**src/core/mief_map.vh**
```
// register map and field constants of the mac interrupt enable and frame limit block
`ifndef MIEF_MAP_VH
`define MIEF_MAP_VH

`define MIEF_ADDR_FRAME_LIMIT  32'hB00030A8
`define MIEF_ADDR_INT_ENABLE   32'hB00030AC
`define MIEF_ADDR_INT_STATUS   32'hB00030B0
`define MIEF_ADDR_EVT_STATUS   32'hB00030B4
`define MIEF_ADDR_EVT_MASK     32'hB00030B8

`define MIEF_FRAME_LIMIT_RST   16'h0800
`define MIEF_FRAME_LIMIT_W     16
`define MIEF_INT_ENABLE_RST    32'h00000000
`define MIEF_INT_STATUS_RST    32'h00000000
`define MIEF_INT_ENABLE_MASK   32'h01FF4FFF
`define MIEF_INT_STATUS_MASK   32'h01FE4FFE

`define MIEF_BIT_RX_MASTER     0
`define MIEF_BIT_OVERSIZE      8
`define MIEF_BIT_TX_MASTER     16
`define MIEF_TX_SRC_LO         17
`define MIEF_TX_SRC_HI         24
`define MIEF_RX_SRC_LO         1
`define MIEF_RX_SRC_HI         14
`define MIEF_BIT_CRC_ERROR       1
`define MIEF_BIT_RX_OVERFLOW     2
`define MIEF_BIT_TOO_LONG        3
`define MIEF_BIT_RX_GOOD         4
`define MIEF_BIT_ALIGN_ERROR     5
`define MIEF_BIT_RX_AUX6         6
`define MIEF_BIT_RX_AUX7         7
`define MIEF_BIT_DMA_EARLY       9
`define MIEF_BIT_RX_DESC_UNAVAIL 10
`define MIEF_BIT_RX_BUS_ERROR    11
`define MIEF_BIT_CTRL_FRAME      14
`define MIEF_BIT_TX_UNDERFLOW    17
`define MIEF_BIT_TX_COMPLETE     18
`define MIEF_BIT_DEFER_EXCEED    19
`define MIEF_BIT_NO_CARRIER      20
`define MIEF_BIT_TX_ABORT        21
`define MIEF_BIT_LATE_COLLISION  22
`define MIEF_BIT_TX_DESC_UNAVAIL 23
`define MIEF_BIT_TX_BUS_ERROR    24

`define MIEF_EVT_W             3
`define MIEF_EVT_OVERSIZE      0
`define MIEF_EVT_TX_IRQ_RISE   1
`define MIEF_EVT_RX_IRQ_RISE   2
`define MIEF_EVT_RST           3'h0

`endif

```
**src/core/mief_flag_bank.v**
```verilog
// bank of sticky flags, set wins over clear, unimplemented bits stay zero
`timescale 1ns/1ps
module mief_flag_bank #(
	parameter WIDTH = 32,
	parameter [WIDTH-1:0] IMPL = {WIDTH{1'b1}}
) (
	input  wire             clock,
	input  wire             sys_rst,
	input  wire [WIDTH-1:0] set_in,
	input  wire [WIDTH-1:0] clr_in,
	output wire [WIDTH-1:0] flag_out
);
	genvar i;
	generate
		for (i = 0; i < WIDTH; i = i + 1) begin : g_flag
			if (IMPL[i]) begin : g_impl
				reg flag_q;
				always @(posedge clock) begin
					if (sys_rst)
						flag_q <= 1'b0;
					else
						flag_q <= set_in[i] | (flag_q & ~clr_in[i]);
				end
				assign flag_out[i] = flag_q;
			end else begin : g_none
				assign flag_out[i] = 1'b0;
			end
		end
	endgenerate
endmodule // mief_flag_bank

```
**src/core/mief_top.v**
```verilog
// mac interrupt enable, status gating and maximum receive frame length, apb slave
//
// How it works
// - 16-bit max_rx_frame_len in frame_limit_reg low bits, resets 0x0800.
// - frame longer than limit with oversize_int_en sets oversize_flag, raises rx interrupt when rx master enable bit 0 is set.
// - three cpu interrupt lines: receive summary, transmit summary and masked block event (evt_irq).
// - mac_int_enable_reg read-write at 0xB00030AC, all bits reset to zero.
// - tx source enables bits 24..17 gate their flags with tx master enable.
// - tx master enable bit 16 gates transmit summary; zero blocks tx interrupt.
// - rx source enables bits 14 and 11..1 gate flags with rx master enable.
// - enable zero masks its flag, one lets it take part.
// - rx master enable bit 0 gates receive summary; zero blocks rx interrupt.
// - writing one to mac_int_status_reg bit clears flag; zero leaves it.
// - any enabled tx flag asserts tx_summary_flag.
`timescale 1ns/1ps
`include "mief_map.vh"
module mief_top #(
	parameter LEN_W = `MIEF_FRAME_LIMIT_W
) (
	input  wire             clock,
	input  wire             sys_rst,
	input  wire             psel,
	input  wire             penable,
	input  wire             pwrite,
	input  wire [31:0]      paddr,
	input  wire [31:0]      pwdata,
	output wire [31:0]      prdata,
	output wire             pready,
	output wire             pslverr,
	input  wire [31:0]      status_evt,
	input  wire             rx_frame_done,
	input  wire [LEN_W-1:0] rx_frame_len,
	output wire             tx_irq,
	output wire             rx_irq,
	output wire             evt_irq
);
	// apb handshake, one wait state so read data comes from a flop
	reg              pready_q;
	reg              pslverr_q;
	reg  [31:0]      prdata_q;
	reg  [LEN_W-1:0] max_rx_frame_len_q;
	reg  [31:0]      mac_int_enable_q;
	reg  [`MIEF_EVT_W-1:0] evt_mask_q;
	reg              tx_irq_q;
	reg              rx_irq_q;
	reg              evt_irq_q;
	reg  [31:0]      rd_mux;
	reg              addr_hit;

	wire             acc_wait = psel & penable & ~pready_q;
	wire             acc_done = psel & penable & pready_q;
	wire             wr_done  = acc_done & pwrite & ~pslverr_q;
	wire             rd_done  = acc_done & ~pwrite & ~pslverr_q;

	wire             sel_limit  = (paddr == `MIEF_ADDR_FRAME_LIMIT);
	wire             sel_enable = (paddr == `MIEF_ADDR_INT_ENABLE);
	wire             sel_status = (paddr == `MIEF_ADDR_INT_STATUS);
	wire             sel_evt    = (paddr == `MIEF_ADDR_EVT_STATUS);
	wire             sel_emask  = (paddr == `MIEF_ADDR_EVT_MASK);

	// oversize frame detection
	wire             oversize_int_en = mac_int_enable_q[`MIEF_BIT_OVERSIZE];
	wire             frame_over      = rx_frame_done & (rx_frame_len > max_rx_frame_len_q);
	wire             oversize_set    = frame_over & oversize_int_en;

	// status flag bank
	wire [31:0]      st_set;
	wire [31:0]      st_clr;
	wire [31:0]      st_flags;
	wire [31:0]      st_view;
	wire             tx_summary_flag;
	wire             rx_summary_flag;

	assign st_set = (status_evt & `MIEF_INT_STATUS_MASK & ~(32'h00000001 << `MIEF_BIT_OVERSIZE))
		| ({31'h00000000, oversize_set} << `MIEF_BIT_OVERSIZE);
	assign st_clr = (wr_done & sel_status) ? pwdata : 32'h00000000;

	mief_flag_bank #(
		.WIDTH (32),
		.IMPL  (`MIEF_INT_STATUS_MASK)
	) u_status (
		.clock    (clock),
		.sys_rst  (sys_rst),
		.set_in   (st_set),
		.clr_in   (st_clr),
		.flag_out (st_flags)
	);

	// transmit source flags
	wire             tx_bus_error_flag       = st_flags[`MIEF_BIT_TX_BUS_ERROR];
	wire             tx_desc_unavail_flag    = st_flags[`MIEF_BIT_TX_DESC_UNAVAIL];
	wire             late_collision_flag     = st_flags[`MIEF_BIT_LATE_COLLISION];
	wire             tx_abort_flag           = st_flags[`MIEF_BIT_TX_ABORT];
	wire             no_carrier_flag         = st_flags[`MIEF_BIT_NO_CARRIER];
	wire             defer_exceed_flag       = st_flags[`MIEF_BIT_DEFER_EXCEED];
	wire             tx_complete_flag        = st_flags[`MIEF_BIT_TX_COMPLETE];
	wire             tx_underflow_flag       = st_flags[`MIEF_BIT_TX_UNDERFLOW];

	// receive source flags
	wire             ctrl_frame_flag         = st_flags[`MIEF_BIT_CTRL_FRAME];
	wire             rx_bus_error_flag       = st_flags[`MIEF_BIT_RX_BUS_ERROR];
	wire             rx_desc_unavail_flag    = st_flags[`MIEF_BIT_RX_DESC_UNAVAIL];
	wire             dma_early_notify_flag   = st_flags[`MIEF_BIT_DMA_EARLY];
	wire             oversize_flag           = st_flags[`MIEF_BIT_OVERSIZE];
	wire             rx_aux7_flag            = st_flags[`MIEF_BIT_RX_AUX7];
	wire             rx_aux6_flag            = st_flags[`MIEF_BIT_RX_AUX6];
	wire             align_error_flag        = st_flags[`MIEF_BIT_ALIGN_ERROR];
	wire             rx_good_flag            = st_flags[`MIEF_BIT_RX_GOOD];
	wire             too_long_flag           = st_flags[`MIEF_BIT_TOO_LONG];
	wire             rx_overflow_flag        = st_flags[`MIEF_BIT_RX_OVERFLOW];
	wire             crc_error_flag          = st_flags[`MIEF_BIT_CRC_ERROR];

	// master enables
	wire             tx_master_int_en        = mac_int_enable_q[`MIEF_BIT_TX_MASTER];
	wire             rx_master_int_en        = mac_int_enable_q[`MIEF_BIT_RX_MASTER];

	// transmit source enables
	wire             tx_bus_error_int_en     = mac_int_enable_q[`MIEF_BIT_TX_BUS_ERROR];
	wire             tx_desc_unavail_int_en  = mac_int_enable_q[`MIEF_BIT_TX_DESC_UNAVAIL];
	wire             late_collision_int_en   = mac_int_enable_q[`MIEF_BIT_LATE_COLLISION];
	wire             tx_abort_int_en         = mac_int_enable_q[`MIEF_BIT_TX_ABORT];
	wire             no_carrier_int_en       = mac_int_enable_q[`MIEF_BIT_NO_CARRIER];
	wire             defer_exceed_int_en     = mac_int_enable_q[`MIEF_BIT_DEFER_EXCEED];
	wire             tx_complete_int_en      = mac_int_enable_q[`MIEF_BIT_TX_COMPLETE];
	wire             tx_underflow_int_en     = mac_int_enable_q[`MIEF_BIT_TX_UNDERFLOW];

	// receive source enables, oversize enable sits with the length compare
	wire             ctrl_frame_int_en       = mac_int_enable_q[`MIEF_BIT_CTRL_FRAME];
	wire             rx_bus_error_int_en     = mac_int_enable_q[`MIEF_BIT_RX_BUS_ERROR];
	wire             rx_desc_unavail_int_en  = mac_int_enable_q[`MIEF_BIT_RX_DESC_UNAVAIL];
	wire             dma_early_notify_int_en = mac_int_enable_q[`MIEF_BIT_DMA_EARLY];
	wire             rx_aux7_int_en          = mac_int_enable_q[`MIEF_BIT_RX_AUX7];
	wire             rx_aux6_int_en          = mac_int_enable_q[`MIEF_BIT_RX_AUX6];
	wire             align_error_int_en      = mac_int_enable_q[`MIEF_BIT_ALIGN_ERROR];
	wire             rx_good_int_en          = mac_int_enable_q[`MIEF_BIT_RX_GOOD];
	wire             too_long_int_en         = mac_int_enable_q[`MIEF_BIT_TOO_LONG];
	wire             rx_overflow_int_en      = mac_int_enable_q[`MIEF_BIT_RX_OVERFLOW];
	wire             crc_error_int_en        = mac_int_enable_q[`MIEF_BIT_CRC_ERROR];

	// each flag takes part only with its own enable
	wire             tx_bus_error_hit        = tx_bus_error_flag & tx_bus_error_int_en;
	wire             tx_desc_unavail_hit     = tx_desc_unavail_flag & tx_desc_unavail_int_en;
	wire             late_collision_hit      = late_collision_flag & late_collision_int_en;
	wire             tx_abort_hit            = tx_abort_flag & tx_abort_int_en;
	wire             no_carrier_hit          = no_carrier_flag & no_carrier_int_en;
	wire             defer_exceed_hit        = defer_exceed_flag & defer_exceed_int_en;
	wire             tx_complete_hit         = tx_complete_flag & tx_complete_int_en;
	wire             tx_underflow_hit        = tx_underflow_flag & tx_underflow_int_en;
	wire             ctrl_frame_hit          = ctrl_frame_flag & ctrl_frame_int_en;
	wire             rx_bus_error_hit        = rx_bus_error_flag & rx_bus_error_int_en;
	wire             rx_desc_unavail_hit     = rx_desc_unavail_flag & rx_desc_unavail_int_en;
	wire             dma_early_notify_hit    = dma_early_notify_flag & dma_early_notify_int_en;
	wire             oversize_hit            = oversize_flag & oversize_int_en;
	wire             rx_aux7_hit             = rx_aux7_flag & rx_aux7_int_en;
	wire             rx_aux6_hit             = rx_aux6_flag & rx_aux6_int_en;
	wire             align_error_hit         = align_error_flag & align_error_int_en;
	wire             rx_good_hit             = rx_good_flag & rx_good_int_en;
	wire             too_long_hit            = too_long_flag & too_long_int_en;
	wire             rx_overflow_hit         = rx_overflow_flag & rx_overflow_int_en;
	wire             crc_error_hit           = crc_error_flag & crc_error_int_en;

	// summaries, the masters are applied at the interrupt stage
	assign tx_summary_flag = tx_bus_error_hit
		| tx_desc_unavail_hit
		| late_collision_hit
		| tx_abort_hit
		| no_carrier_hit
		| defer_exceed_hit
		| tx_complete_hit
		| tx_underflow_hit;

	assign rx_summary_flag = ctrl_frame_hit
		| rx_bus_error_hit
		| rx_desc_unavail_hit
		| dma_early_notify_hit
		| oversize_hit
		| rx_aux7_hit
		| rx_aux6_hit
		| align_error_hit
		| rx_good_hit
		| too_long_hit
		| rx_overflow_hit
		| crc_error_hit;
	assign st_view = st_flags
		| ({31'h00000000, tx_summary_flag} << `MIEF_BIT_TX_MASTER)
		| ({31'h00000000, rx_summary_flag} << `MIEF_BIT_RX_MASTER);

	wire tx_irq_d = tx_summary_flag & tx_master_int_en;
	wire rx_irq_d = rx_summary_flag & rx_master_int_en;

	// block event register, cleared by read, set wins
	wire [`MIEF_EVT_W-1:0] evt_set;
	wire [`MIEF_EVT_W-1:0] evt_clr;
	wire [`MIEF_EVT_W-1:0] evt_flags;
	wire                   tx_irq_rise = tx_irq_d & ~tx_irq_q;
	wire                   rx_irq_rise = rx_irq_d & ~rx_irq_q;
	wire                   evt_rd_take = rd_done & sel_evt;

	assign evt_set[`MIEF_EVT_OVERSIZE]    = frame_over;
	assign evt_set[`MIEF_EVT_TX_IRQ_RISE] = tx_irq_rise;
	assign evt_set[`MIEF_EVT_RX_IRQ_RISE] = rx_irq_rise;
	// only bits already shown to software are cleared, a later event survives the read
	assign evt_clr = evt_rd_take ? prdata_q[`MIEF_EVT_W-1:0] : {`MIEF_EVT_W{1'b0}};

	mief_flag_bank #(
		.WIDTH (`MIEF_EVT_W),
		.IMPL  ({`MIEF_EVT_W{1'b1}})
	) u_events (
		.clock    (clock),
		.sys_rst  (sys_rst),
		.set_in   (evt_set),
		.clr_in   (evt_clr),
		.flag_out (evt_flags)
	);

	// read mux
	always @* begin
		rd_mux   = 32'h00000000;
		addr_hit = 1'b1;
		case (1'b1)
			sel_limit:  rd_mux = {{(32-LEN_W){1'b0}}, max_rx_frame_len_q};
			sel_enable: rd_mux = mac_int_enable_q;
			sel_status: rd_mux = st_view;
			sel_evt:    rd_mux = {{(32-`MIEF_EVT_W){1'b0}}, evt_flags};
			sel_emask:  rd_mux = {{(32-`MIEF_EVT_W){1'b0}}, evt_mask_q};
			default:    addr_hit = 1'b0;
		endcase
	end

	// bus answer
	always @(posedge clock) begin
		if (sys_rst)
			pready_q <= 1'b0;
		else
			pready_q <= acc_wait;
	end

	always @(posedge clock) begin
		if (sys_rst)
			pslverr_q <= 1'b0;
		else
			pslverr_q <= acc_wait & ~addr_hit;
	end

	always @(posedge clock) begin
		if (sys_rst)
			prdata_q <= 32'h00000000;
		else if (acc_wait & ~pwrite & addr_hit)
			prdata_q <= rd_mux;
		else
			prdata_q <= 32'h00000000;
	end

	// software-written registers
	always @(posedge clock) begin
		if (sys_rst)
			max_rx_frame_len_q <= `MIEF_FRAME_LIMIT_RST;
		else if (wr_done & sel_limit)
			max_rx_frame_len_q <= pwdata[LEN_W-1:0];
	end

	always @(posedge clock) begin
		if (sys_rst)
			mac_int_enable_q <= `MIEF_INT_ENABLE_RST;
		else if (wr_done & sel_enable)
			mac_int_enable_q <= pwdata & `MIEF_INT_ENABLE_MASK;
	end

	always @(posedge clock) begin
		if (sys_rst)
			evt_mask_q <= `MIEF_EVT_RST;
		else if (wr_done & sel_emask)
			evt_mask_q <= pwdata[`MIEF_EVT_W-1:0];
	end

	// interrupt lines as registered levels
	always @(posedge clock) begin
		if (sys_rst)
			tx_irq_q <= 1'b0;
		else
			tx_irq_q <= tx_irq_d;
	end

	always @(posedge clock) begin
		if (sys_rst)
			rx_irq_q <= 1'b0;
		else
			rx_irq_q <= rx_irq_d;
	end

	always @(posedge clock) begin
		if (sys_rst)
			evt_irq_q <= 1'b0;
		else
			evt_irq_q <= |(evt_flags & evt_mask_q);
	end

	assign prdata  = prdata_q;
	assign pready  = pready_q;
	assign pslverr = pslverr_q;
	assign tx_irq  = tx_irq_q;
	assign rx_irq  = rx_irq_q;
	assign evt_irq = evt_irq_q;
endmodule // mief_top

```
**config.mk**
```make
export PLATFORM = sky130hd
export DESIGN_NAME = mief_top
export DESIGN_NICKNAME = d
export VERILOG_FILES = /design/src/core/mief_flag_bank.v /design/src/core/mief_top.v
export VERILOG_INCLUDE_DIRS = /design/src /design/src/core
export SDC_FILE = /design/constraint.sdc
export NUM_CORES = 1
export LEC_CHECK = 0
export BUFFER_PORTS_ARGS = -buffer_cell sky130_fd_sc_hd__buf_4
export CORE_ASPECT_RATIO = 1.75
export CORE_UTILIZATION = 45
export DETAILED_ROUTE_END_ITERATION = 7
export PLACE_DENSITY = 0.75
export SYNTH_ARGS = -nofsm -noshare
export SYNTH_HDL_FRONTEND = slang
export SYNTH_SLANG_ARGS = --single-unit
```
**constraint.sdc**
```tcl
create_clock -name clock -period 1.77 [get_ports clock]
set_clock_uncertainty 0.05 [all_clocks]
set_input_delay 0.2655 -clock clock [delete_from_list [all_inputs] [get_ports clock]]
set_output_delay 0.2655 -clock clock [all_outputs]
set_load 0.01 [all_outputs]
```
=== Word level (Yosys, flattened, before mapping) ===
Cells that the tools add are included.
Widths: inputs -> output; s select.

* Equal/unequal tests: 5
* Magnitude comparators: 1
* Bitwise operators: 139
* Multiplexer cells: 12
* Reduce and logical (&&, ||, !) cells: 3

{| class="wikitable"
|+ Operators by type and width
! kind !! count
|-
| $eq 32x32->1 const B || 5
|-
| $and 1x1->1 || 64
|-
| $mux 32 || 2
|-
| $or 1x1->1 || 41
|-
| $not 1->1 || 30
|-
| $mux 25 || 1
|-
| $or 25x1->25 || 1
|-
| $or 25x17->25 || 1
|-
| $or 25x9->25 || 1
|-
| $gt 16x16->1 || 1
|-
| $mux 16 || 1
|-
| $mux 3 || 3
|-
| $reduce_or 3->1 || 2
|-
| $mux 1 || 5
|-
| $and 3x3->3 || 1
|-
| $reduce_or 2->1 || 1
|}

* Input bits: 118
* Output and inout port bits: 37
* Word-level logic and storage cells: 193
* Flip-flop bits (word level): 101

=== Depth between registers and ports, before layout ===
Gate-level depths: netlist of run 1.

* Depth in word-level cells: 16
* Depth in mapped cells: 8

=== By module ===
A second synthesis of run 1 with hierarchy kept.

* Cell total of the unflattened synthesis: 583
* Area, all modules: 5,186.2 um^2

{| class="wikitable"
|+ By module, submodules not included
! module !! cells an instance !! instances !! area an instance (um^2)
|-
| mief_top || 453 || 1 || 4,016.4
|-
| mief_flag_bank (u_status) || 115 || 1 || 1,042.2
|-
| mief_flag_bank (u_events) || 15 || 1 || 127.6
|}

=== Worst setup path before layout of run 1 ===
No wires, ideal clock.

* Path kind: register -> register
* From: reg max_rx_frame_len_q[14]
* To: reg u_status.g_flag[8].g_impl.flag_q
* Setup slack: -0.139 ns
* Stages on the path, launching flop included: 8
* Arrival time: 1.742 ns
* Clock period less this slack: 1.909 ns
* Required time: 1.603 ns
* Cell sequence: dfxtp_1 > inv_1 > ha_1 > nand4_1 > or4_1 > and3_1 > o31a_1 > a32o_1

* Cells in the longest elaborated chain, start to end: 5

{| class="wikitable"
|+ RTL lines
! item !! line !! RTL
|-
| start: declaration || mief_top.v:41 || <nowiki>reg [LEN_W-1:0] max_rx_frame_len_q;</nowiki>
|-
| start signal: assignment || mief_top.v:257 || <nowiki>max_rx_frame_len_q <= `MIEF_FRAME_LIMIT_RST;</nowiki>
|-
| start signal: assignment || mief_top.v:259 || <nowiki>max_rx_frame_len_q <= pwdata[LEN_W-1:0];</nowiki>
|-
| $gt 16x16->1 || mief_top.v:63 || <nowiki>wire frame_over = rx_frame_done & (rx_frame_len > max_rx_frame_len_q);</nowiki>
|-
| $and 1x1->1 || mief_top.v:63 ||
|-
| $and 1x1->1 || mief_top.v:64 || <nowiki>wire oversize_set = frame_over & oversize_int_en;</nowiki>
|-
| $or 25x9->25 || mief_top.v:74 || <nowiki>assign st_set = (status_evt & `MIEF_INT_STATUS_MASK & ~(32'h00000001 << `MIEF_BIT_OVERSIZE))</nowiki>
|-
| $or 1x1->1 || mief_flag_bank.v:22 || <nowiki>flag_q <= set_in[i] | (flag_q & ~clr_in[i]);</nowiki>
|-
| end signal: assignment || mief_flag_bank.v:22 ||
|-
| end: declaration || mief_flag_bank.v:17 || <nowiki>reg flag_q;</nowiki>
|}

Every way passes these cells.
A chain may end at the register's enable or synchronous reset.

=== Worst setup path after layout of run 1 ===
Ends and elaborated chain as after synthesis.

==> results of run 1 <==
metal layers:
layer,routed length [µm],vias to the layer above,track usage,share of wire
li1,-,2201,-,-
met1,4928,2132,0.2732,0.36
met2,7679,137,0.5010,0.56
met3,520,32,0.04242,0.038
met4,539,0,0.1492,0.039
met5,0,-,0,0
metrics by stage:
step	instance area, µm²	util	hold WS (ps)	setup WS, ps	std cells
final	6459	0.6518	67.35	-196.1	835
after global placement	6002	0.6057	389.4	-236.1	816
after floorplan	4664	-	324.2	-89.48	549
after CTS	6411	0.6470	59.01	-175.3	834
after global routing	6459	0.6518	76.86	-274.0	835
after detailed placement	6002	0.6057	397.0	-261.5	816
cell type report:
cell class | count | area, µm² | area share
tap | 125 | 156.4 | 0.02422
clock buffer | 10 | 229.0 | 0.03545
timing repair buffer | 181 | 1409 | 0.2181
sequential | 94 | 1898 | 0.2939
inverter | 53 | 198.9 | 0.03080
clock inverter | 6 | 71.32 | 0.01104
multi-input combinational | 366 | 2496 | 0.3865
kinds of logic after synthesis:
| logic type | after synthesis | share of synthesized area |
|---|---|---|
| flops | 94 | 0.4095 |
| other cells | 1 | 0.0008160 |
| xor+xnor | 1 | 0.001906 |
| buf+inv | 89 | 0.08631 |
| fa+ha+maj | 16 | 0.04356 |
| simple gates | 209 | 0.2529 |
| mux | 7 | 0.01579 |
| compound gates | 126 | 0.1892 |
cells in the final DEF (no fill, tap or decap), drive strengths merged, types with 14 or more instances in the layout:
master	Yosys	routed
nand3	14	14
a311oi	19	19
a21oi	77	77
buf	20	181
inv	53	54
nor3	17	17
nand2	82	82
ha	16	16
nor2	46	46
dfxtp	94	94
worst paths after layout:
| path | start | end | cells past startpoint |
|---|---|---|---|
| worst max-delay path | max_rx_frame_len_q[14] | u_status.g_flag[8].g_impl.flag_q | 7 |
| worst min-delay path | pwdata[18] | u_status.g_flag[18].g_impl.flag_q | 2 |
| worst max register to register | max_rx_frame_len_q[14] | u_status.g_flag[8].g_impl.flag_q | 7 |
| worst min register to register | max_rx_frame_len_q[15] | max_rx_frame_len_q[15] | 2 |
sequential cells by signal, indices dropped and copies added, names as in the netlist:
register and count:
prdata 25, pslverr 1, rx_irq 1, mac_int_enable_q 22, evt_mask_q 3, u_events.g_flag.g_impl.flag_q 3, max_rx_frame_len_q 16, pready 1
tx_irq 1, u_status.g_flag.g_impl.flag_q 20, evt_irq 1
cells in the mapped netlist (5+ instances only):
cell and count:
ha_1 16, nand3_1 14, nand3b_1 9, nand2_1 62
nand4_1 9, dfxtp_1 94, a21oi_1 57, buf_4 8
mux2i_1 5, a311oi_1 19, nand2_2 20, inv_1 53
nor2_1 45, buf_2 8, a21oi_2 20, clkbuf_1 16
a22oi_1 5, nor3_1 16
what timing repair did:
action                                 4_1_cts  5_1_grt
setup endpoints to repair                    2       18
resized for setup                           18       12
endpoints found under the hold margin        0        0
setup buffers                                2        1
pin swaps                                    5        3
power by group through the flow:
stage | combinational, W | clock (W) | sequential (W)
after floorplan | 0.000203 | 0 | 0.00222
after global placement | 0.000460 | 0 | 0.00223
after detailed placement | 0.000474 | 0 | 0.00223
after CTS | 0.000491 | 0.00198 | 0.00218
after global routing | 0.000543 | 0.00207 | 0.00218
final | 0.000501 | 0.00194 | 0.00218
==> flow_metrics.env, run 1 <==
export IMPL_drc=0
export IMPL_grt_overflow_total=0
export IMPL_first_pass_iters=5
export IMPL_viasPerCell=5.392
export IMPL_drive_gt1_frac=0.4070
export IMPL_critPathTopFamily="simple AND/OR/NAND/NOR gates"
export IMPL_syn_avg_cell_area_um2=8.463
export IMPL_drt_iter0_markers=298
export IMPL_cellInternalPower_w=0.003519
export IMPL_antennaDiodeCount=0
export IMPL_ys_types=58
export IMPL_finalCriticalPeriod_ps=1966
export IMPL_swShare=0.2391
export IMPL_rsz0062_at_grt="yes"
export IMPL_synthCells=543
export IMPL_clkPwrFrac=0.420
export IMPL_final_setup_worst_slack_ps=-196.1
export IMPL_synthTopCellsByArea="dfxtp_1 41%, a21oi_1 6.2%, nand2_1 5.1%"
export IMPL_power_density_nw_per_um2=716.0
export IMPL_postCtsHoldBufs=0
export IMPL_postRouteAntennaNets=0
export IMPL_drv_cap=0
export IMPL_netlist_top_cell_by_area="dfxtp_1"
export IMPL_max_freq_mhz=508.6
export IMPL_ys_async_sr_fraction=0
export IMPL_path_max_fanout=3
export IMPL_clock_sinks=94
export IMPL_timing_final_crit_share=1.111
export IMPL_synth_edff_count=0
export IMPL_nFillCells=895
export IMPL_die_area_um2=10640
export IMPL_path_class="register to register"
export IMPL_io_pins=155
export IMPL_ctsLongestPathBuffers=2
export IMPL_finalSetupViolations=2
export IMPL_arrival_ps=2150
export IMPL_dp_hpwl_mm=10.35
export IMPL_coreArea_um2=9910
export IMPL_start_kind="register"
export IMPL_root_buffer="clkbuf_16"
export IMPL_slew_headroom=0.6316
export IMPL_worst_pin_slew_ps=552.6
export IMPL_area_delta_synth_final_pct=40.54
export IMPL_yosysTopAreaCellShare=0.4095
export IMPL_worstSkewPairLatency_ps=340
export IMPL_htree_num_levels=3
export IMPL_slowest_stage="or4_1"
export IMPL_port_buffers=127
export IMPL_cp_cell_sequence="inv_2 -> ha_4 -> nand4_1 -> or4_1 -> and3_4 -> o31a_1 -> a32o_1"
export IMPL_grt_max_degree=41
export IMPL_hold_viol=0
export IMPL_routed_wl_mm=13.67
export IMPL_finalPower_w=0.004624
export IMPL_vias=4502
export IMPL_cpPeakStageDelay_ps=550
export IMPL_layout_nets=839
export IMPL_combPwrFrac=0.108
export IMPL_status="finished with violations"
export IMPL_clk_pin_slew_ps=70
export IMPL_grt_pass1_wl_mm=21.75
export IMPL_wl_per_cell_um=16.37
export IMPL_die_h_um=135.7
export IMPL_critPathRequiredTime_ps=1960
export IMPL_routabilityCongestion=0.8886
export IMPL_yosysWarnings=0
export IMPL_pwr_share_seq=0.472
export IMPL_switchingPower_w=0.001106
export IMPL_r2r_slack_ps=-200
export IMPL_drv_slew=0
export IMPL_crit_buf_inv=1
export IMPL_p_leak_nw=2.645
export IMPL_synth_seq_cells=94
export IMPL_violations="setup timing"
export IMPL_fp_row_count=48
export IMPL_cts_buffers=9
export IMPL_cts_tree="built"
export IMPL_synth_ff_type="dfxtp_1"
export IMPL_fp_dieW_um=78.39
export IMPL_crit_path_end_kind="register"
export IMPL_antenna_found_initial=0
export IMPL_initial_utilization=0.4638
export IMPL_worstHoldPathType="primary input to register"
export IMPL_vdd_drop_max_mv=0.5406
export IMPL_syn_area_um2=4596
export IMPL_grt_total_usage=0.2661
export IMPL_setup_tns_ps=-377.8
export IMPL_seq_area_frac_synth=0.4095
export IMPL_grt_pass1_vias=4627
Note: power is estimated with default switching activity, not from simulation.
==> run 2: changes to the inputs <==
Settings changed: PLACE_DENSITY 0.75 to 0.74, SYNTH_HIERARCHICAL set to 1.
==> flow_metrics.env, run 2 <==
export IMPL_holdWs_ps=101.6
export IMPL_drive_gt1_frac=0.4533
export IMPL_final_setup_worst_slack_ps=-368.5
export IMPL_worst_pin_slew_ps=848.2
export IMPL_drv_cap=0
export IMPL_arrival_ps=2370
export IMPL_dp_cells=833
export IMPL_timing_final_crit_share=1.208
export IMPL_postCtsHoldBufs=0
export IMPL_timing_rr_end="u_status/g_flag[8].g_impl.flag_q"
export IMPL_slew_headroom=0.4345
export IMPL_hold_viol=0
export IMPL_antenna_found_initial=0
export IMPL_area_delta_synth_final_pct=44.68
export IMPL_clock_sinks=101
export IMPL_cp_startpoint="max_rx_frame_len_q[8]"
export IMPL_initial_utilization=0.4600
export IMPL_hold_depth=3
export IMPL_mostFrequentLayoutCell="buf_4"
export IMPL_grt_total_usage=0.2623
export IMPL_fin_cells=871
export IMPL_r2r_slack_ps=-370
export IMPL_r2r_start="max_rx_frame_len_q[8]"
export IMPL_root_buffer="clkbuf_16"
export IMPL_htree_num_levels=3
export IMPL_postRouteAntennaNets=0
export IMPL_viasPerCell=5.413
export IMPL_wl_per_cell_um=18.32
export IMPL_violations="setup timing"
export IMPL_hp_start="pwdata[15]"
export IMPL_grt_max_degree=68
export IMPL_largest_reg_flops=32
export IMPL_drv_slew=0
export IMPL_clk_pin_slew_ps=70
export IMPL_finalPower_w=0.004717
export IMPL_vias=4715
export IMPL_grt_pass1_wl_mm=22.74
export IMPL_grt_pass1_vias=4750
export IMPL_endpoint="u_status/g_flag[8].g_impl.flag_q"
export IMPL_start_kind="register"
export IMPL_status="finished with violations"
export IMPL_path_max_fanout=2
export IMPL_finalSetupViolations=86
export IMPL_port_buffers=134
export IMPL_reg2regPathDepth=9
export IMPL_worstSkewPairLatency_ps=350
export IMPL_die_h_um=142.9
export IMPL_fp_dieW_um=82.54
export IMPL_vdd_drop_max_mv=0.5041
export IMPL_max_freq_mhz=467.6
export IMPL_drt_iter0_markers=291
export IMPL_critPathRequiredTime_ps=2000
export IMPL_synthCells=570
export IMPL_cts_tree="built"
export IMPL_drc=0
export IMPL_crit_path_end_kind="register"
export IMPL_die_area_um2=11800
export IMPL_dp_hpwl_mm=10.15
export IMPL_routabilityCongestion=0.8651
export IMPL_routed_wl_mm=15.96
export IMPL_layout_cells_most_common_list="179 x buf_4, 93 x dfxtp_1, 62 x nor2_1, 43 x inv_1, 42 x mux2i_1"
export IMPL_fp_row_count=51
export IMPL_path_class="register to register"
export IMPL_cts_buffers=9
export IMPL_syn_area_um2=5107
export IMPL_rsz0062_at_grt="yes"
export IMPL_worstHoldPathType="primary input to register"
export IMPL_syn_avg_cell_area_um2=8.960
export IMPL_yosysWarnings=6
export IMPL_power_density_nw_per_um2=638.3
export IMPL_ctsLongestPathBuffers=2
export IMPL_finalCriticalPeriod_ps=2139
export IMPL_coreArea_um2=11100
export IMPL_nFillCells=877
export IMPL_first_pass_iters=7
export IMPL_p_leak_nw=3.373
export IMPL_layout_nets=868
export IMPL_antennaDiodeCount=0
export IMPL_grt_overflow_total=0
export IMPL_io_pins=155
==> run 2: metal layers <==
metal	wire length [µm]	GRT usage	vias to the layer above	share of wire
met5	0	0	-	0
met4	881	0.1842	0	0.055
met3	821	0.04728	54	0.051
met2	8768	0.4815	197	0.55
met1	5488	0.2519	2245	0.34
li1	-	-	2219	-
==> run 2: through the flow <==
step,utilization,worst slack (ps),area (µm²),setup TNS (ps)
3_3_place_gp,0.5702,-520.7,6331,-34290
6_report,0.6655,-368.5,7390,-13930
2_1_floorplan,-,-271.1,5177,-13880
3_5_place_dp,0.5702,-562.7,6331,-36000
4_1_cts,0.6327,-274.3,7025,-4829
5_1_grt,0.6655,-439.8,7390,-18680
==> run 2: worst max-delay path, cell delays in order (launching register included) <==
cell     delay (ps)
dfxtp_2         330
inv_1            60
ha_1            320
nand3_2          90
or4_4           510
a21o_1          210
a31oi_4         180
and2_4          170
inv_2            30
a21oi_2         110
==> run 2: what timing repair did <==
| item | 4_1_cts | 5_1_grt |
|---|---|---|
| pin swaps | 18 | 51 |
| gates cloned | 6 | 3 |
| setup buffers | 13 | 7 |
| gates resized for setup | 48 | 72 |
| endpoints found under the setup margin | 73 | 79 |
==> run 2: power by group <==
group          switching (W)  total (W)  internal (W)  leakage (nW)
clock network       0.000864    0.00186      0.000995         0.136
registers          0.0000439    0.00235       0.00231         0.823
logic               0.000230   0.000508      0.000279          2.41
==> run 2: worst min-delay path by stage <==
stage / to
2_1_floorplan: u_events/g_flag[0].g_impl.flag_q
3_5_place_dp: tx_irq
6_report: max_rx_frame_len_q[15]
5_1_grt: u_status/g_flag[22].g_impl.flag_q
3_3_place_gp: u_events/g_flag[0].g_impl.flag_q
4_1_cts: max_rx_frame_len_q[15]
==> run 2: layout make-up <==
cell class | count | area (µm²) | area share
Sequential cell | 101 | 2032 | 0.2750
Clock inverter | 5 | 35.03 | 0.004741
Timing Repair Buffer | 203 | 1720 | 0.2328
Tap cell | 132 | 165.2 | 0.02235
Multi-Input combinational cell | 370 | 3010 | 0.4074
Clock buffer | 11 | 242.7 | 0.03285
Inverter | 49 | 183.9 | 0.02489
==> run 3: changes to the inputs <==
Settings changed: PLACE_DENSITY 0.74 to 0.71.
Clock period 1.77 ns to 2.7 ns, I/O delays scaled along.
==> flow_metrics.env, run 3 (synthesis gave the netlist of run 2 again) <==
export IMPL_mostFrequentLayoutCell="buf_4"
export IMPL_grt_pass1_wl_mm=20.58
export IMPL_fp_dieW_um=82.54
export IMPL_holdWs_ps=248.2
export IMPL_hold_viol=0
export IMPL_vdd_drop_max_mv=0.4394
export IMPL_r2r_slack_ps=400
export IMPL_routabilityCongestion=0.8460
export IMPL_die_area_um2=11800
export IMPL_dpl_cell_area_um2=5987
export IMPL_post_cts_setup_buffers=0
export IMPL_critPathRequiredTime_ps=2830
export IMPL_worstSkewPairLatency_ps=340
export IMPL_root_buffer="clkbuf_16"
export IMPL_antenna_found_initial=0
export IMPL_start_kind="primary input"
export IMPL_drive_gt1_frac=0.2773
export IMPL_worst_pin_slew_ps=835.5
export IMPL_rsz0062_at_grt="no"
export IMPL_finalSetupViolations=0
export IMPL_timing_rr_end="u_status/g_flag[8].g_impl.flag_q"
export IMPL_setup_tns_ps=0
export IMPL_path_max_fanout=4
export IMPL_crit_path_end_kind="register"
export IMPL_path_class="primary input to register"
export IMPL_finalCriticalPeriod_ps=2301
export IMPL_wl_per_cell_um=16.07
export IMPL_antennaDiodeCount=0
export IMPL_max_freq_mhz=434.6
export IMPL_slowest_stage="or4_4"
export IMPL_vias=4258
export IMPL_initial_utilization=0.4600
export IMPL_htree_num_levels=3
export IMPL_routed_wl_mm=13.02
export IMPL_grt_pass1_vias=4385
export IMPL_grt_total_usage=0.2328
export IMPL_area_delta_synth_final_pct=23.64
export IMPL_grt_max_degree=68
export IMPL_postRouteAntennaNets=0
export IMPL_p_leak_nw=2.934
export IMPL_layout_nets=807
export IMPL_status="completed"
export IMPL_cpPeakStageDelay_ps=530
export IMPL_cts_tree="built"
export IMPL_timing_final_crit_share=0.8522
export IMPL_power_density_nw_per_um2=504.8
export IMPL_reg2regPathDepth=9
export IMPL_coreArea_um2=11100
export IMPL_first_pass_iters=4
export IMPL_dp_cells=794
export IMPL_arrival_ps=2430
export IMPL_hold_depth=3
export IMPL_ctsLongestPathBuffers=2
export IMPL_drc=0
export IMPL_worstHoldPathType="primary input to register"
export IMPL_dp_hpwl_mm=9.581
export IMPL_layout_cells_most_common_list="142 x buf_4, 101 x dfxtp_1, 63 x nor2_1, 49 x inv_1, 44 x mux2i_1"
export IMPL_hold_end="u_status/g_flag[5].g_impl.flag_q"
export IMPL_cp_cell_sequence="buf_4 -> or4_4 -> nand4b_1 -> or2_2 -> nor4bb_1 -> and2_1 -> nand2b_1 -> a21oi_1"
export IMPL_fin_cells=810
export IMPL_viasPerCell=5.257
export IMPL_largest_reg_flops=32
export IMPL_port_buffers=134
export IMPL_hp_start="status_evt[5]"
export IMPL_drv_slew=0
export IMPL_fin_area_um2=6315
export IMPL_grt_overflow_total=0
export IMPL_slew_headroom=0.4430
export IMPL_postCtsHoldBufs=0
export IMPL_clock_sinks=101
export IMPL_cts_resized=0
export IMPL_r2r_start="max_rx_frame_len_q[11]"
export IMPL_post_place_ws_ps=52.24
export IMPL_clk_pin_slew_ps=60
export IMPL_die_h_um=142.9
export IMPL_nFillCells=1026
export IMPL_drt_iter0_markers=141
export IMPL_fp_row_count=51
export IMPL_io_pins=155
export IMPL_drv_cap=0
export IMPL_cts_buffers=9
export IMPL_final_setup_worst_slack_ps=399.2
==> run 3: changes by cell type in the layout (fill, tap and decap cells not counted), moves of 6 or more <==
| cell | previous run | this run |
|---|---|---|
| buf_6 | 13 | 0 |
| dfxtp_1 | 93 | 101 |
| inv_2 | 6 | 0 |
| buf_4 | 179 | 142 |
| and2_4 | 19 | 0 |
| ha_4 | 7 | 0 |
| nand2b_4 | 19 | 0 |
| and2_1 | 6 | 25 |
| nand2b_1 | 7 | 26 |
| ha_1 | 9 | 16 |
| inv_1 | 43 | 49 |
| dfxtp_2 | 8 | 0 |
==> run 3: layer usage <==
metal	share of wire	global-route usage	up-vias
met5	0	0	-
met4	0.029	0.1098	0
met3	0.053	0.04026	26
met2	0.56	0.4358	135
met1	0.36	0.2404	2008
li1	-	-	2089
==> run 3: layout make-up <==
type,count,area (µm²),share of cell area
Sequential cell,101,2022,0.3202
Clock inverter,3,67.56,0.01070
Clock buffer,13,260.3,0.04121
Multi-Input combinational cell,369,2530,0.4006
Timing Repair Buffer,143,1086,0.1720
Tap cell,132,165.2,0.02615
Inverter,49,183.9,0.02913
==> run 3: per-stage QoR <==
step                      power [W]    util
after floorplan            0.001709       -
after global placement     0.001817  0.5392
after detailed placement   0.001825  0.5392
after CTS                  0.003217  0.5687
after global routing       0.003308  0.5687
final                      0.003188  0.5687
==> run 3: how the worst max path moves through the flow <==
| stage | to | cells past startpoint | start | slack [ps] |
|---|---|---|---|---|
| finish | u_events/g_flag[1].g_impl.flag_q | 8 | paddr[9] | 400 |
| global route | u_events/g_flag[0].g_impl.flag_q | 8 | paddr[9] | 280 |
| CTS | u_status/g_flag[8].g_impl.flag_q | 9 | max_rx_frame_len_q[11] | 390 |
| detailed placement | u_events/g_flag[1].g_impl.flag_q | 8 | paddr[9] | 50 |
| global placement | u_events/g_flag[1].g_impl.flag_q | 8 | paddr[9] | 100 |
| floorplan | max_rx_frame_len_q[10] | 7 | paddr[9] | 450 |
==> run 3: worst max-delay path: cells and delay by family <==
family / cells / cell delay, ps
buffers and inverters: 1 / 110
AOI/OAI and AO/OA: 1 / 70
and+or+nand+nor: 6 / 1860
==> run 3: where the power goes <==
group          leakage, nW  internal, W  switching, W
Sequential           0.820      0.00151     0.0000193
Clock                0.156     0.000864      0.000532
Combinational         1.96     0.000140      0.000121
